**src/mpc_pkg.sv**
```systemverilog
// Operation
// RQ1 - Overheat code 01/10/11 caps phase current at 1 A, 1.6 A, 2 A on warning.
// RQ2 - Overheat code 00 gives no thermal cap; only the acceleration cap applies.
// RQ3 - Bit 13 enables closed-loop stall detection without zero crossing.
// RQ4 - Bit 12 enables open-loop stall detection without zero crossing.
// RQ5 - Bit 11 enables the absent-motor fault.
// RQ6 - Bit 10 enables the abnormal torque-constant lock check.
// RQ7 - Bit 9 enables the abnormal-speed lock check.
// RQ8 - Bit 8 enables lock detection on reaching the stall current cap.
// RQ9 - Acceleration cap code 0000 means no acceleration current cap.
// RQ10 - Acceleration cap code n from 0001 to 1111 caps current at n times 0.2 A.
// RQ11 - Range one: field top bit ignored; 2.5, 1.9, 1.5, 0.9 A for codes 00-11.
// RQ12 - Range two: stall cap is 0.4 A at 000 up to 3.2 A at 111, 0.4 A steps.
// RQ13 - Protection bit 0 clear picks stall cap range one, set picks range two.
// RQ14 - Loop-control register sits at 0x95, resets to 0x00, all fields read/write.
// RQ15 - Loop bit 15 selects analog (0) or pulse-width (1) speed input.
// RQ16 - Loop bit 14 selects 25 kHz (0) or 50 kHz (1) output switching rate.
// RQ17 - Loop bit 7 clear moves to closed loop at threshold; set stays open loop.
// RQ18 - Loop bit 8 picks braking (0) or high impedance (1) after position probing.
// RQ19 - Host writes whole 16-bit words; new settings steer later current decisions.
package mpc_pkg;

   localparam logic [7:0]  ADDR_PROT  = 8'h94;
   localparam logic [7:0]  ADDR_LOOP  = 8'h95;
   localparam logic [15:0] PROT_RESET = 16'h0000;
   localparam logic [15:0] LOOP_RESET = 16'h0000;

   // Current figures are in units of 0.1 A.
   localparam logic [5:0] OT_CAP_1A0   = 6'h0A;
   localparam logic [5:0] OT_CAP_1A6   = 6'h10;
   localparam logic [5:0] OT_CAP_2A0   = 6'h14;
   localparam logic [5:0] STALL_R1_2A5 = 6'h19;
   localparam logic [5:0] STALL_R1_1A9 = 6'h13;
   localparam logic [5:0] STALL_R1_1A5 = 6'h0F;
   localparam logic [5:0] STALL_R1_0A9 = 6'h09;

   typedef struct packed {
      logic [1:0] overheatCurrentCap;
      logic       closedLoopStallDetectEn;
      logic       openLoopStallDetectEn;
      logic       absentMotorDetectEn;
      logic       torqueConstantCheckEn;
      logic       speedAnomalyDetectEn;
      logic       stallCurrentDetectEn;
      logic [3:0] accelCurrentCap;
      logic [2:0] stallCurrentCap;
      logic       stallCapRangeSel;
   } mpc_prot_t;

   typedef struct packed {
      logic       speedSourceSel;
      logic       outputSwitchingRateSel;
      logic [1:0] torqueConstantWindow;
      logic       inductiveSurgeGuardEn;
      logic       mechanicalSurgeGuardEn;
      logic       mechanicalSurgeGuardSel;
      logic       positionProbeReleaseSel;
      logic       stayOpenLoop;
      logic [2:0] closedLoopRamp;
      logic [1:0] minDutyPolicy;
      logic [1:0] phaseEdgeRate;
   } mpc_loop_t;

   typedef struct packed {
      logic [5:0] overheatCap;
      logic [5:0] accelCap;
      logic [5:0] stallCap;
   } mpc_caps_t;

endpackage

```
**src/mpc_limit_decode.sv**
```systemverilog
`timescale 1ns/1ps
module mpc_limit_decode (
   input  mpc_pkg::mpc_prot_t prot,
   output mpc_pkg::mpc_caps_t caps
);
   logic [3:0] stepCount;

   always_comb begin
      stepCount = {1'b0, prot.stallCurrentCap} + 4'h1;
      case (prot.overheatCurrentCap)
         2'b01:   caps.overheatCap = mpc_pkg::OT_CAP_1A0; // RQ1
         2'b10:   caps.overheatCap = mpc_pkg::OT_CAP_1A6; // RQ1
         2'b11:   caps.overheatCap = mpc_pkg::OT_CAP_2A0; // RQ1
         default: caps.overheatCap = 6'h00;
      endcase
      caps.accelCap = {1'b0, prot.accelCurrentCap, 1'b0}; // RQ10
      if (prot.stallCapRangeSel) begin // RQ13
         caps.stallCap = {stepCount, 2'b00}; // RQ12
      end else begin
         // The top field bit plays no part in range one.
         case (prot.stallCurrentCap[1:0]) // RQ11
            2'b00:   caps.stallCap = mpc_pkg::STALL_R1_2A5;
            2'b01:   caps.stallCap = mpc_pkg::STALL_R1_1A9;
            2'b10:   caps.stallCap = mpc_pkg::STALL_R1_1A5;
            default: caps.stallCap = mpc_pkg::STALL_R1_0A9;
         endcase
      end
   end
endmodule // mpc_limit_decode

```
**src/mpc_config_regs.sv**
```systemverilog
`timescale 1ns/1ps
module mpc_config_regs (
   input  wire logic        core_clk,
   input  wire logic        sys_rst,
   input  wire logic [7:0]  regAddr,
   input  wire logic [15:0] regWrData,
   input  wire logic        regWrEn,
   input  wire logic        regRdEn,
   output logic [15:0]      regRdData,
   output logic             regRdValid,
   input  wire logic        overTempWarn,
   input  wire logic        closedLoopStallSeen,
   input  wire logic        openLoopStallSeen,
   input  wire logic        motorAbsentSeen,
   input  wire logic        torqueAbnormalSeen,
   input  wire logic        speedAbnormalSeen,
   input  wire logic [5:0]  phaseCurrent,
   output logic [5:0]       currentCap,
   output logic             currentCapEn,
   output logic [5:0]       stallCap,
   output logic [5:0]       lockCauses,
   output logic             lockFault,
   output mpc_pkg::mpc_loop_t loopConfig
);
   mpc_pkg::mpc_prot_t protReg_r;
   mpc_pkg::mpc_loop_t loopReg_r;
   mpc_pkg::mpc_caps_t caps;
   logic [15:0]        regRdData_r;
   logic               regRdValid_r;
   logic [5:0]         currentCap_r;
   logic               currentCapEn_r;
   logic [5:0]         stallCap_r;
   logic [5:0]         lockCauses_r;
   logic               lockFault_r;
   logic [5:0]         lockCauses_nxt;
   logic               overheatCapActive;

   mpc_limit_decode mpc_limit_decode_inst (
      .prot (protReg_r),
      .caps (caps)
   );

   // Each write replaces the whole 16-bit word, so no partial update is kept.
   always_ff @(posedge core_clk or posedge sys_rst) begin
      if (sys_rst) begin
         protReg_r <= mpc_pkg::PROT_RESET;
      end else if (regWrEn && regAddr == mpc_pkg::ADDR_PROT) begin
         protReg_r <= regWrData; // RQ19
      end
   end

   always_ff @(posedge core_clk or posedge sys_rst) begin
      if (sys_rst) begin
         loopReg_r <= mpc_pkg::LOOP_RESET; // RQ14
      end else if (regWrEn && regAddr == mpc_pkg::ADDR_LOOP) begin
         loopReg_r <= regWrData; // RQ14
      end
   end

   // Unmapped addresses read as zero; a read answers one cycle later.
   always_ff @(posedge core_clk or posedge sys_rst) begin
      if (sys_rst) begin
         regRdData_r  <= 16'h0000;
         regRdValid_r <= 1'b0;
      end else begin
         regRdValid_r <= regRdEn;
         if (regRdEn) begin
            case (regAddr)
               mpc_pkg::ADDR_PROT: regRdData_r <= protReg_r;
               mpc_pkg::ADDR_LOOP: regRdData_r <= loopReg_r; // RQ14
               default:            regRdData_r <= 16'h0000;
            endcase
         end
      end
   end

   assign overheatCapActive = overTempWarn && (protReg_r.overheatCurrentCap != 2'b00);

   // The thermal cap replaces the acceleration cap one cycle after the warning rises with a code other than 00, until one cycle after it falls.
   always_ff @(posedge core_clk or posedge sys_rst) begin
      if (sys_rst) begin
         currentCap_r   <= 6'h00;
         currentCapEn_r <= 1'b0;
      end else if (overheatCapActive) begin
         currentCap_r   <= caps.overheatCap; // RQ1
         currentCapEn_r <= 1'b1; // RQ1
      end else begin
         currentCap_r   <= caps.accelCap; // RQ2
         currentCapEn_r <= (protReg_r.accelCurrentCap != 4'h0); // RQ9
      end
   end

   always_ff @(posedge core_clk or posedge sys_rst) begin
      if (sys_rst) begin
         stallCap_r <= 6'h00;
      end else begin
         stallCap_r <= caps.stallCap; // RQ13
      end
   end

   // The stall comparison uses the registered cap, so a new setting bites one cycle late.
   always_comb begin
      lockCauses_nxt[5] = protReg_r.closedLoopStallDetectEn && closedLoopStallSeen; // RQ3
      lockCauses_nxt[4] = protReg_r.openLoopStallDetectEn && openLoopStallSeen; // RQ4
      lockCauses_nxt[3] = protReg_r.absentMotorDetectEn && motorAbsentSeen; // RQ5
      lockCauses_nxt[2] = protReg_r.torqueConstantCheckEn && torqueAbnormalSeen; // RQ6
      lockCauses_nxt[1] = protReg_r.speedAnomalyDetectEn && speedAbnormalSeen; // RQ7
      lockCauses_nxt[0] = protReg_r.stallCurrentDetectEn && (phaseCurrent >= stallCap_r); // RQ8
   end

   always_ff @(posedge core_clk or posedge sys_rst) begin
      if (sys_rst) begin
         lockCauses_r <= 6'h00;
         lockFault_r  <= 1'b0;
      end else begin
         lockCauses_r <= lockCauses_nxt;
         lockFault_r  <= |lockCauses_nxt;
      end
   end

   assign regRdData    = regRdData_r;
   assign regRdValid   = regRdValid_r;
   assign currentCap   = currentCap_r;
   assign currentCapEn = currentCapEn_r;
   assign stallCap     = stallCap_r;
   assign lockCauses   = lockCauses_r;
   assign lockFault    = lockFault_r;
   // Loop-control fields leave straight from their flip-flops.
   assign loopConfig   = loopReg_r; // RQ15 RQ16 RQ17 RQ18

   property p_ot_cap_1a6; // RQ1
      @(posedge core_clk) disable iff (sys_rst)
         (overTempWarn && protReg_r.overheatCurrentCap == 2'b10) |=> (currentCapEn && currentCap == 6'h10);
   endproperty
   a_ot_cap_1a6: assert property (p_ot_cap_1a6) else $error("thermal cap not 1.6 A"); // RQ1

   property p_no_thermal_cap; // RQ2
      @(posedge core_clk) disable iff (sys_rst)
         (protReg_r.overheatCurrentCap == 2'b00)
         |=> (currentCap == {1'b0, $past(protReg_r.accelCurrentCap), 1'b0});
   endproperty
   a_no_thermal_cap: assert property (p_no_thermal_cap) else $error("thermal cap applied at code 00"); // RQ2

   property p_closed_stall_off; // RQ3
      @(posedge core_clk) disable iff (sys_rst)
         !protReg_r.closedLoopStallDetectEn |=> !lockCauses[5];
   endproperty
   a_closed_stall_off: assert property (p_closed_stall_off) else $error("closed-loop stall while off"); // RQ3

   property p_open_stall_on; // RQ4
      @(posedge core_clk) disable iff (sys_rst)
         (protReg_r.openLoopStallDetectEn && openLoopStallSeen) |=> (lockCauses[4] && lockFault);
   endproperty
   a_open_stall_on: assert property (p_open_stall_on) else $error("open-loop stall missed"); // RQ4

   property p_absent_motor_off; // RQ5
      @(posedge core_clk) disable iff (sys_rst)
         !protReg_r.absentMotorDetectEn |=> !lockCauses[3];
   endproperty
   a_absent_motor_off: assert property (p_absent_motor_off) else $error("absent motor fault while off"); // RQ5

   property p_stall_current; // RQ8
      @(posedge core_clk) disable iff (sys_rst)
         (protReg_r.stallCurrentDetectEn && phaseCurrent >= stallCap) |=> lockFault;
   endproperty
   a_stall_current: assert property (p_stall_current) else $error("stall current lock missed"); // RQ8

   property p_no_accel_cap; // RQ9
      @(posedge core_clk) disable iff (sys_rst)
         (!overheatCapActive && protReg_r.accelCurrentCap == 4'h0) |=> !currentCapEn;
   endproperty
   a_no_accel_cap: assert property (p_no_accel_cap) else $error("acceleration cap at code 0000"); // RQ9

   property p_range_one; // RQ11
      @(posedge core_clk) disable iff (sys_rst)
         (!protReg_r.stallCapRangeSel && protReg_r.stallCurrentCap[1:0] == 2'b01) |=> (stallCap == 6'h13);
   endproperty
   a_range_one: assert property (p_range_one) else $error("range one code 01 not 1.9 A"); // RQ11

   property p_range_two; // RQ12
      @(posedge core_clk) disable iff (sys_rst)
         (protReg_r.stallCapRangeSel && protReg_r.stallCurrentCap == 3'b111) |=> (stallCap == 6'h20);
   endproperty
   a_range_two: assert property (p_range_two) else $error("range two code 111 not 3.2 A"); // RQ12

   property p_loop_readback; // RQ14
      @(posedge core_clk) disable iff (sys_rst)
         (regWrEn && regAddr == 8'h95) ##1 (regRdEn && !regWrEn && regAddr == 8'h95)
         |=> (regRdValid && regRdData == $past(regWrData, 2));
   endproperty
   a_loop_readback: assert property (p_loop_readback) else $error("loop register readback mismatch"); // RQ14

   property p_speed_source; // RQ15
      @(posedge core_clk) disable iff (sys_rst)
         (regWrEn && regAddr == 8'h95) |=> (loopConfig.speedSourceSel == $past(regWrData[15])
                                            && loopConfig.stayOpenLoop == $past(regWrData[7]));
   endproperty
   a_speed_source: assert property (p_speed_source) else $error("loop fields not updated"); // RQ15

   property p_ot_cap_2a0; // RQ1
      @(posedge core_clk) disable iff (sys_rst)
         (overTempWarn && protReg_r.overheatCurrentCap == 2'b11) |=> (currentCapEn && currentCap == 6'h14);
   endproperty
   a_ot_cap_2a0: assert property (p_ot_cap_2a0) else $error("thermal cap not 2 A"); // RQ1

   property p_torque_check_off; // RQ6
      @(posedge core_clk) disable iff (sys_rst)
         !protReg_r.torqueConstantCheckEn |=> !lockCauses[2];
   endproperty
   a_torque_check_off: assert property (p_torque_check_off) else $error("torque lock while off"); // RQ6

   property p_speed_check_on; // RQ7
      @(posedge core_clk) disable iff (sys_rst)
         (protReg_r.speedAnomalyDetectEn && speedAbnormalSeen) |=> (lockCauses[1] && lockFault);
   endproperty
   a_speed_check_on: assert property (p_speed_check_on) else $error("speed lock missed"); // RQ7

   property p_accel_cap; // RQ10
      @(posedge core_clk) disable iff (sys_rst)
         (!overheatCapActive && protReg_r.accelCurrentCap != 4'h0)
         |=> (currentCapEn && currentCap == {1'b0, $past(protReg_r.accelCurrentCap), 1'b0});
   endproperty
   a_accel_cap: assert property (p_accel_cap) else $error("acceleration cap not n times 0.2 A"); // RQ10

   // Range one must drop the top field bit, so code 111 has to read as 0.9 A.
   property p_range_sel; // RQ13
      @(posedge core_clk) disable iff (sys_rst)
         (!protReg_r.stallCapRangeSel && protReg_r.stallCurrentCap == 3'b111) |=> (stallCap == 6'h09);
   endproperty
   a_range_sel: assert property (p_range_sel) else $error("range one used the top field bit"); // RQ13

   property p_loop_rate; // RQ16
      @(posedge core_clk) disable iff (sys_rst)
         (regWrEn && regAddr == mpc_pkg::ADDR_LOOP)
         |=> (loopConfig.outputSwitchingRateSel == $past(regWrData[14])
              && loopConfig.positionProbeReleaseSel == $past(regWrData[8]));
   endproperty
   a_loop_rate: assert property (p_loop_rate) else $error("rate or release field not updated"); // RQ16
endmodule // mpc_config_regs

```
**config.mk**
```make
export PLATFORM = sky130hd
export DESIGN_NAME = mpc_config_regs
export DESIGN_NICKNAME = d
export VERILOG_FILES = /design/src/mpc_pkg.sv /design/src/mpc_limit_decode.sv /design/src/mpc_config_regs.sv
export SDC_FILE = /design/constraint.sdc
export NUM_CORES = 1
export LEC_CHECK = 0
export BUFFER_PORTS_ARGS = -buffer_cell sky130_fd_sc_hd__buf_2
export CORE_ASPECT_RATIO = 1.5
export CORE_MARGIN = 5
export CORE_UTILIZATION = 40
export CTS_CLUSTER_DIAMETER = 50
export DETAILED_ROUTE_END_ITERATION = 10
export GPL_TIMING_DRIVEN = 0
export PLACE_DENSITY = 0.73
export SETUP_SLACK_MARGIN = 0.02
export SYNTH_ARGS = -nofsm -noshare
export SYNTH_HDL_FRONTEND = slang
export SYNTH_SLANG_ARGS = --single-unit
export TNS_END_PERCENT = 50
```
**constraint.sdc**
```tcl
create_clock -name core_clk -period 6.7 [get_ports core_clk]
set_input_delay 1.34 -clock core_clk [delete_from_list [all_inputs] [get_ports core_clk]]
set_output_delay 1.34 -clock core_clk [all_outputs]
set_load 0.1 [all_outputs]
```
== Yosys cells after proc, flatten, opt, wreduce, memory -nomap -nowiden ==
Index checks and enable logic that the tools add are counted.

* Magnitude comparators: 1
* Add/sub/neg operators: 1
* Eq/ne operators: 7
* Muxes and demuxes: 6
* Reductions and logical operators: 13

{| class="wikitable"
|+ Operator list
! operator !! number
|-
| $pmux W16 S2 || 1
|-
| $pmux W5 S3 || 2
|-
| $eq A8 B8 Y1 const B || 2
|-
| $mux W6 || 2
|-
| $logic_and A1 B1 Y1 || 9
|-
| $eq A2 B2 Y1 const B || 3
|-
| $ge A6 B6 Y1 || 1
|-
| $reduce_or A6 Y1 || 1
|-
| $add A3 B1 Y4 const B || 1
|-
| $eq A2 B1 Y1 const B || 2
|-
| $reduce_bool A4 Y1 || 1
|-
| $logic_not A2 Y1 || 1
|-
| $reduce_bool A2 Y1 || 1
|-
| $mux W1 || 1
|}

* Input bits: 40
* Register bits: 69
* Output and inout bits: 53

== Longest topological paths before layout ==
Gate-level depths: netlist of run 1.

* Depth in word-level cells: 3
* Gate-level depth with buffers: 6
* Depth with buffers taken out: 6

== Cells and area by module ==
A second synthesis of run 1 with hierarchy kept.

* Cell total of the unflattened synthesis: 233
* Area total of the unflattened synthesis: 3075.4 um^2

{| class="wikitable"
|+ Modules (own cells, without submodules)
! module !! area each (um^2) !! cells an instance !! seq. area each (um^2) !! instances
|-
| mpc_config_regs || 2860.2 || 202 || 1726.7 || 1
|-
| mpc_limit_decode || 215.2 || 31 || 0.0 || 1
|}

== Least setup slack after synthesis of run 1 ==
OpenSTA, ideal clock, no wires.

* Kind: input to register
* Start point: in regAddr[5]
* End point: reg protReg_r[0] (netlist bit)
* Buffers on the path: 1
* Data required time: 6575 ps
* Cell stages on the path: 5
* Arrival: 2572 ps
* Slack: 4003 ps
* Cell sequence: nand4bb_4 nor4b_4 nand3b_4 buf_6 mux2_4

* Cells in the longest elaborated chain, start to end: 2

{| class="wikitable"
|+ Ends and longest elaborated chain
! element !! line !! text
|-
| from (decl) || mpc_config_regs.sv:5 || <nowiki>input wire logic [7:0] regAddr,</nowiki>
|-
| $eq A8 B8 Y1 || mpc_config_regs.sv:47 || <nowiki>end else if (regWrEn && regAddr == mpc_pkg::ADDR_PROT) begin</nowiki>
|-
| $logic_and A1 B1 Y1 || mpc_config_regs.sv:47 ||
|-
| to (signal assigned) || mpc_config_regs.sv:46 || <nowiki>protReg_r <= mpc_pkg::PROT_RESET;</nowiki>
|-
| to (signal assigned) || mpc_config_regs.sv:48 || <nowiki>protReg_r <= regWrData;</nowiki>
|-
| to (decl) || mpc_config_regs.sv:25 || <nowiki>mpc_pkg::mpc_prot_t protReg_r;</nowiki>
|}

No other way between the ends.
A chain may end at the register's enable or synchronous reset.

== Worst setup path after layout of run 1 ==
* Start point: in regAddr[5]
* End point: reg loopReg_r (netlist bit loopConfig[8])

* Cells in the longest elaborated chain, start to end: 2

{| class="wikitable"
|+ Ends and longest elaborated chain
! element !! line !! text
|-
| $eq A8 B8 Y1 || mpc_config_regs.sv:55 || <nowiki>end else if (regWrEn && regAddr == mpc_pkg::ADDR_LOOP) begin</nowiki>
|-
| $logic_and A1 B1 Y1 || mpc_config_regs.sv:55 ||
|-
| to (signal assigned) || mpc_config_regs.sv:54 || <nowiki>loopReg_r <= mpc_pkg::LOOP_RESET;</nowiki>
|-
| to (signal assigned) || mpc_config_regs.sv:56 || <nowiki>loopReg_r <= regWrData;</nowiki>
|-
| to (decl) || mpc_config_regs.sv:26 || <nowiki>mpc_pkg::mpc_loop_t loopReg_r;</nowiki>
|}

No other way between the ends.

==> results of run 1 <==
flip-flops by register name, indices dropped and copies added, names as in the netlist:
name          count
loopConfig       16
currentCap        4
protReg_r        16
currentCapEn      1
lockCauses        6
regRdValid        1
lockFault         1
regRdData        16
stallCap          6
layer usage:
layer | track usage | share of wire
met2 | 0.2666 | 0.53
met5 | 0 | 0
met3 | 0.04121 | 0.057
met4 | 0.09470 | 0.034
met1 | 0.1782 | 0.38
cell families (layout without fill, tap and decap cells):
family                     after synthesis  in the layout  share of synthesized area
and+or+nand+nor                         28             28                    0.07158
AOI/OAI and AO/OA                       27             27                    0.05484
muxes                                   50             50                     0.2064
DFF                                     67             67                     0.5609
adders and majority gates               11             11                    0.04604
buffers and inverters                   38            143                    0.05609
other                                    1              3                   0.001255
xor gates and xnor gates                 1              1                   0.002931
through the flow:
stage,cell area [µm²],cells,hold WS [ns]
after floorplan,2993,224,0.4596
after global placement,3558,412,0.4821
after detailed placement,3578,413,0.4896
after CTS,3772,429,0.5102
after global routing,3772,429,0.5493
final,3775,430,0.5024
area by class of cell:
class	count	area (µm²)	share of cell area
antenna	1	2.502	0.0006629
multi-input combinational	119	1149	0.3043
clock buffer	11	141.4	0.03745
buffer	10	62.56	0.01657
tap	100	125.1	0.03315
sequential	67	1677	0.4442
clock inverter	5	52.55	0.01392
timing repair buffer	89	460.4	0.1220
inverter	28	105.1	0.02784
where the power goes:
part	switching, µW	internal [µW]
registers	12.1	421
clock network	148	180
logic	136	43.3
total	296	645
path summary, 6_finish.rpt:
check                      depth (start not counted)                   endpoint  slack [ns]                startpoint
setup reg to reg                                   6        lockFault$_DFF_PP0_        5.39     stallCap[5]$_DFF_PP0_
setup / recovery                                   6  loopConfig[8]$_DFFE_PP0P_        4.11                regAddr[5]
min in group asynchronous                          2    lockCauses[4]$_DFF_PP0_        1.10                   sys_rst
hold / removal                                     2    lockCauses[1]$_DFF_PP0_        0.50  protReg_r[9]$_DFFE_PP0P_
max in group asynchronous                          3  loopConfig[3]$_DFFE_PP0P_        4.98                   sys_rst
hold reg to reg                                    2    lockCauses[1]$_DFF_PP0_        0.50  protReg_r[9]$_DFFE_PP0P_
layout by cell type, fill, tap and decap left out, types with 2 or more instances in the layout:
cell type	netlist	final
clkbuf_8	0	10
nor3_1	3	3
nand2_1	9	9
a21oi_1	6	6
inv_1	28	27
conb_1	1	2
ha_1	11	11
clkbuf_1	4	5
buf_4	2	2
o22ai_1	16	16
o21ai_0	2	2
buf_2	2	90
mux2i_1	17	17
dfrtp_1	67	67
nor2_1	2	2
and2_1	4	4
mux2_4	20	20
buf_6	2	2
clkinv_2	0	3
mux2_2	13	13
critical path: cells and delay by family:
| family | cells | cell delay, ns |
|---|---|---|
| simple gates | 3 | 0.85 |
| buf+inv | 2 | 0.31 |
| mux | 1 | 0.30 |
==> run metrics, run 1 <==
die footprint=9337 µm²; Tot Pwr=940.8 µW; unrepaired setup endpoints after global routing=false; pre-CTS setup slack=3.740 ns; clock root buffer=clkbuf_8; Hold Crit Class=flip-flop to flip-flop; Worst EP required=6.92 ns; DR iter-0 viols=52; total wire length=6830 µm; vias in the first global route=2,252; ANT nets after route=0; Worst-Skew Late Latency=0.34 ns; status=finished, final reports clean; Async SR Flop Fraction=1.000; YS warnings=0; Setup Fix Bufs, Post-CTS=0; Final Util=0.5189; first-pass GRT wire length=10,940 µm; # setup viols final=0; VDD IR max=136.0 µV; slew margin rel.=0.5544; Die H=115.9 µm; Commonest cells post-synth=dfrtp_1, inv_1, mux2_4, mux2i_1, o22ai_1; Max stage delay on crit path=0.42 ns; via count=2,044; Tightest Pin Transition=0.6674 ns; post-synth top area share=0.5609; sequential element share of the synthesized area=0.5609; DRC viols=0; fill cell count=660; CP Launch Type=input port; Max Slew Vio Count=0; DRT Pass-1 Iters=4; critical path data arrival time=2.81 ns; GRT overflow=0; Detail Placement HPWL=5155 µm; EDFF count, synth=0; Leak Pwr=0.002092 µW; Total Neg Setup Slack=0 ns; Clock Skew=0.009917 ns; CTS clock-pin slew for the worst setup and hold paths=0.06 ns; average size of a mapped cell=13.40 µm²; Tot GR Track Use=0.1583; most frequent cell after synthesis=dfrtp_1; Slowest cell on crit path=nor4b_4; WS Path Type=input port to flip-flop; biggest area consumer among synthesized cells=dfrtp_1; Buffers on Ports=88; Seq cells post-synth=67; CTS tree=yes; CTS Sinks=67; Crit Path Max Fanout=10; CTS Buf Count=9; GP Congestion=0.7294; Die W=80.58 µm; largest net degree at the start of global routing=37; Final Cycle Share=0.3872; vias per inst=4.753; post-synth cell types=32; Post-synth top flop=dfrtp_1; ranking of synthesized cells by area=dfrtp_1, mux2_4, mux2i_1, mux2_2, ha_1; clk buf depth=2; Post-Syn Instances=223; worst setup margin=4.106 ns; Starting Density=0.4109; Critical Path Sink Type=flip-flop; Layout Nets=375; crit path cell chain=buf_2 > nand4bb_4 > nor4b_4 > nand3_4 > buf_6 > mux2_4; area growth from synthesis to layout=26.29%; layout cell share with drive strength beyond 1=0.4498; Pwr Density=249.2 nW/µm²; synthesized cell area=2989 µm²; core area=7274 µm²; # Max-Cap Violations=0; Core Rows=38; number of H-tree levels=3; hold_buf cts=0; I/O pin cnt=93; Achievable Freq=385.5 MHz; PostCTS Resize Cnt=0; Final Hold Fails=0; initial antenna violation count=0; min Tclk post-route=2.594 ns; Avg WL per Cell=15.88 µm
(Power assumes the default switching activity.)
==> run 2: changes to the inputs <==
--- a/config.mk
+++ b/config.mk
@@ -12,7 +12,7 @@
 export CTS_CLUSTER_DIAMETER = 50
 export DETAILED_ROUTE_END_ITERATION = 10
 export GPL_TIMING_DRIVEN = 0
-export PLACE_DENSITY = 0.73
+export PLACE_DENSITY = 0.75
 export SETUP_SLACK_MARGIN = 0.02
 export SYNTH_ARGS = -nofsm -noshare
 export SYNTH_HDL_FRONTEND = slang
==> constraint.sdc (replaced) <==
create_clock -name core_clk -period 2.1 [get_ports core_clk]
set_input_delay 0.42 -clock core_clk [delete_from_list [all_inputs] [get_ports core_clk]]
set_output_delay 0.42 -clock core_clk [all_outputs]
set_load 0.1 [all_outputs]
==> run metrics, run 2 (synthesis gave the netlist of run 1 again) <==
Cell Area, Placed=3582 µm² (was 3578 µm²); area growth from synthesis to layout=25.20% (was 26.29%); Final Hold Fails=0 (unchanged); pre-CTS setup slack=0.07492 ns (was 3.740 ns); Max Slew Vio Count=0 (unchanged); Worst EP required=2.32 ns (was 6.92 ns); CTS Sinks=67 (unchanged); VDD IR max=370.3 µV (was 136.0 µV); Critical Path Sink Type=flip-flop (unchanged); # setup viols final=0 (unchanged); vias in the first global route=2,154 (was 2,252); Achievable Freq=606.1 MHz; # Max-Cap Violations=0 (unchanged); most frequent cells in the layout=buf_2, dfrtp_1, inv_1 (unchanged); status=finished, final reports clean (unchanged); GRT overflow=0 (unchanged); dpl cells=413 (unchanged); critical path data arrival time=1.87 ns (was 2.81 ns); CTS clock-pin slew for the worst setup and hold paths=0.06 ns (about the same); min Tclk post-route=1.650 ns; Bufs and invs on worst path=2 (unchanged); I/O pin cnt=93 (unchanged); DR iter-0 viols=59 (was 52); largest net degree at the start of global routing=38 (was 37); DRT Pass-1 Iters=4 (unchanged); GP Congestion=0.7855 (was 0.7294); slew margin rel.=0.5328 (was 0.5544); Total Neg Setup Slack=0 ns (unchanged); Die H=115.9 µm (unchanged); Final Cycle Share=0.7857; Tot GR Track Use=0.1556 (was 0.1583); CTS Buf Count=9 (unchanged); DRC viols=0 (unchanged); Worst-Skew Late Latency=0.34 ns (about the same); most common cell after layout, fill and taps aside=buf_2 (unchanged); first-pass GRT wire length=10,630 µm (was 10,940 µm); total wire length=6607 µm (was 6830 µm); final non-filler cell total=428 (was 430); Max stage delay on crit path=0.41 ns (was 0.42 ns); Hold Crit Class=input port to asynchronous set/reset pin (was flip-flop to flip-flop); Avg WL per Cell=15.44 µm (was 15.88 µm); worst reg2reg path startpoint=stallCap[5]$_DFF_PP0_ (unchanged); Tightest Pin Transition=0.6993 ns (was 0.6674 ns); Slowest cell on crit path=nor4b_4 (unchanged); core area=7274 µm² (unchanged); worst setup margin=0.4501 ns (was 4.106 ns); via count=2,012 (was 2,044); stages on the worst setup path=6 (unchanged); ANT nets after route=0 (unchanged); number of H-tree levels=3 (unchanged); layout cell share with drive strength beyond 1=0.4451 (was 0.4498); WS Path Type=input port to flip-flop (unchanged); initial antenna violation count=1 (was 0); RR Endpoint=lockFault$_DFF_PP0_ (unchanged); R2R depth=6 (unchanged); PostCTS Resize Cnt=0 (unchanged); CTS tree=yes (unchanged); Leak Pwr=0.002075 µW (was 0.002092 µW); Pwr Density=765.5 nW/µm² (was 249.2 nW/µm²); Starting Density=0.4109 (unchanged); Reg2Reg Setup Slack=0.79 ns (was 5.39 ns); clk buf depth=2 (unchanged); unrepaired setup endpoints after global routing=false (unchanged); CP top delay family=simple AND/OR/NAND/NOR gates (unchanged); Core Rows=38 (unchanged); Clock Skew=0.006597 ns (was 0.009917 ns); Crit Path Max Fanout=10 (unchanged); Tot Pwr=2865 µW (was 940.8 µW); die footprint=9337 µm² (unchanged); Layout Nets=375 (unchanged); hold_buf cts=0 (unchanged); clock root buffer=clkbuf_8 (unchanged); crit path cell chain=buf_2 > nand4bb_4 > nor4b_4 > nand3_4 > buf_6 > mux2_4 (unchanged); Setup Fix Bufs, Post-CTS=0 (unchanged); vias per inst=4.701 (was 4.753); antenna cell count=0 (was 1); Detail Placement HPWL=4989 µm (was 5155 µm); Buffers on Ports=88 (unchanged); Die W=80.58 µm (unchanged); CP Launch Type=input port (unchanged); Finished Cell Area=3742 µm² (was 3775 µm²)
-- run 2: cell types whose count changed in the layout (fill, tap and decap cells not counted), sizes merged --
cell	previous run	this run
bufinv	1	0
clkbuf	15	16
diode	1	0
inv	28	27
-- run 2: worst max path at each step --
stage | from | end | slack [ns]
final | regAddr[5] | loopConfig[6]$_DFFE_PP0P_ | 0.45
after global routing | regAddr[5] | protReg_r[5]$_DFFE_PP0P_ | 0.39
after CTS | regAddr[5] | protReg_r[2]$_DFFE_PP0P_ | 0.44
after detailed placement | regAddr[5] | protReg_r[2]$_DFFE_PP0P_ | 0.07
after global placement | regAddr[5] | protReg_r[3]$_DFFE_PP0P_ | 0.09
after floorplan | stallCap[5]$_DFF_PP0_ | lockFault$_DFF_PP0_ | 0.23
-- run 2: per-stage QoR --
step	utilization	hold WS (ns)
finish	0.5144	0.1853
CTS	0.5144	0.1806
floorplan	-	0.4514
global route	0.5144	0.1815
global placement	0.4897	0.4823
detailed placement	0.4924	0.4920
-- run 2: area by class of cell --
class / count / area, µm²
timing repair buffer: 89 / 460.4
inverter: 28 / 108.9
buffer: 10 / 62.56
clock buffer: 12 / 145.1
tap: 100 / 125.1
multi-input combinational: 119 / 1149
clock inverter: 3 / 15.01
fill: 683 / 3532
sequential: 67 / 1677
-- run 2: report_power, final --
group	leakage [µW]	switching (µW)	internal (µW)
sequential	0.000910	37.6	1340
combinational	0.00108	433	138
clock	0.0000860	463	449
total	0.00207	933	1930
-- run 2: routing by layer --
| metal | wire [µm] | track usage | vias to the layer above |
|---|---|---|---|
| li1 | - | - | 964 |
| met1 | 2588 | 0.1783 | 968 |
| met2 | 3456 | 0.2611 | 62 |
| met3 | 365 | 0.03810 | 16 |
| met4 | 187 | 0.09132 | 2 |
| met5 | 7 | 0 | - |
==> run 3: changes to the inputs <==
==> constraint.sdc (replaced) <==
create_clock -name core_clk -period 1.4 [get_ports core_clk]
set_input_delay 0.28 -clock core_clk [delete_from_list [all_inputs] [get_ports core_clk]]
set_output_delay 0.28 -clock core_clk [all_outputs]
set_load 0.1 [all_outputs]
==> run metrics, run 3 (synthesis gave the netlist of run 1 again) <==
number of H-tree levels=3 (unchanged); VDD IR max=564.3 µV (was 370.3 µV); Worst-Skew Late Latency=0.34 ns (about the same); Bufs and invs on worst path=3 (was 2); DRC viols=0 (unchanged); vias per inst=4.770 (was 4.701); # setup viols final=0 (unchanged); Critical Path Sink Type=flip-flop (unchanged); Final Cycle Share=0.9773; largest net degree at the start of global routing=38 (unchanged); Worst EP required=1.62 ns (was 2.32 ns); antenna cell count=0 (unchanged); CP top delay family=simple AND/OR/NAND/NOR gates (unchanged); die footprint=9337 µm² (unchanged); Finished Cell Area=3989 µm² (was 3742 µm²); initial antenna violation count=1 (unchanged); DRT Pass-1 Iters=4 (unchanged); area growth from synthesis to layout=33.45% (was 25.20%); Layout Nets=382 (was 375); total wire length=6937 µm (was 6607 µm); min Tclk post-route=1.368 ns; Tot GR Track Use=0.1604 (was 0.1556); unrepaired setup endpoints after global routing=true (was false); Crit Path Max Fanout=10 (unchanged); first-pass GRT wire length=10,920 µm (was 10,630 µm); CTS tree=yes (unchanged); Final Hold Fails=0 (unchanged); most frequent cells in the layout=dfrtp_1, buf_4, buf_2 (was buf_2, dfrtp_1, inv_1); WS Path Type=input port to flip-flop (unchanged); layout cell share with drive strength beyond 1=0.4687 (was 0.4451); DR iter-0 viols=52 (was 59); Starting Density=0.4109 (unchanged); GP Congestion=0.7855 (unchanged); slew margin rel.=0.5346 (was 0.5328); Pwr Density=1089 nW/µm² (was 765.5 nW/µm²); Core Rows=38 (unchanged); Hold Crit Class=input port to asynchronous set/reset pin (unchanged); status=finished, final reports clean (unchanged); critical path data arrival time=1.59 ns (was 1.87 ns); hold_ws=0.04271 ns (was 0.1853 ns); Achievable Freq=730.9 MHz; Cell Area, Placed=3582 µm² (unchanged); GRT overflow=0 (unchanged); Die H=115.9 µm (unchanged); CP Launch Type=input port (unchanged); vias in the first global route=2,198 (was 2,154); clk buf depth=2 (unchanged); Detail Placement HPWL=4989 µm (unchanged); Die W=80.58 µm (unchanged); hold_buf cts=0 (unchanged); ANT nets after route=0 (unchanged); Buffers on Ports=88 (unchanged); Max Slew Vio Count=0 (unchanged); CTS Sinks=67 (unchanged); Final Util=0.5483 (was 0.5144); core area=7274 µm² (unchanged); I/O pin cnt=93 (unchanged); Max stage delay on crit path=0.29 ns (was 0.41 ns); clock root buffer=clkbuf_8 (unchanged); Avg WL per Cell=15.95 µm (was 15.44 µm); Leak Pwr=0.002133 µW (was 0.002075 µW); via count=2,075 (was 2,012); CTS clock-pin slew for the worst setup and hold paths=0.06 ns (about the same); CTS Buf Count=9 (unchanged); Clock Skew=0.007038 ns (was 0.006597 ns); crit path cell chain=buf_6 > nand4bb_4 > nor4b_4 > buf_4 > nand3_4 > buf_12 > mux2_4 (was buf_2 > nand4bb_4 > nor4b_4 > nand3_4 > buf_6 > mux2_4); most common cell after layout, fill and taps aside=dfrtp_1 (was buf_2); Tightest Pin Transition=0.6966 ns (was 0.6993 ns); # Max-Cap Violations=0 (unchanged); Slowest cell on crit path=mux2_4 (was nor4b_4)
run 3: cell types whose count changed in the layout (fill, tap and decap cells not counted), sizes merged:
cell | previous run | this run
clkbuf | 16 | 27
buf | 95 | 91
run 3: metal layers:
metal  vias to the layer above  global-route usage  wire (µm)
met3                        16             0.03810        360
met4                         2             0.09245        206
met5                         -                   0          7
met2                        64              0.2699       3739
li1                        981                   -          -
met1                      1012              0.1848       2624
run 3: final cells by class:
cell class	count	area, µm²
fillers	640	3286
flip-flops and latches	67	1677
plain buffers	10	81.33
repair buffers	96	668.1
well taps	100	125.1
clock buffers	12	145.1
clock inverters	3	15.01
inverters	28	108.9
multi-input cells	119	1169
run 3: metrics by stage:
stage                     setup slack [ns]  total power, µW  setup TNS (ns)  cells
after floorplan                    -0.4730             2772          -6.206    224
after global placement             -0.4732             2951          -19.62    412
after detailed placement           -0.4851             2977          -16.01    413
after CTS                          0.02077             4375               0    432
after global routing             -0.003683             4542       -0.003683    435
final                              0.03181             4345               0    435
run 3: timing repair:
action                                  CTS  global route
resized for setup                        42            20
endpoints found under the setup margin   64            43
cloned                                    0             1
pin swaps                                 3             1
buffers inserted                          4             2
run 3: power by group:
part	switching, µW	internal (µW)
Sequential	60.2	2020
Clock	695	673
Combinational	653	247
run 3: final timing paths:
| path | startpoint | to | slack, ns | depth (start not counted) |
|---|---|---|---|---|
| setup / recovery | regAddr[5] | loopConfig[6]$_DFFE_PP0P_ | 0.03 | 7 |
| hold / removal | sys_rst | regRdData[7]$_DFFE_PP0P_ | 0.04 | 2 |
| setup reg to reg | stallCap[5]$_DFF_PP0_ | lockFault$_DFF_PP0_ | 0.10 | 6 |
| hold reg to reg | protReg_r[9]$_DFFE_PP0P_ | lockCauses[1]$_DFF_PP0_ | 0.51 | 2 |
| max in group asynchronous | sys_rst | stallCap[0]$_DFF_PP0_ | 0.76 | 3 |
| min in group core_clk | regRdEn | regRdValid$_DFF_PP0_ | 0.06 | 1 |
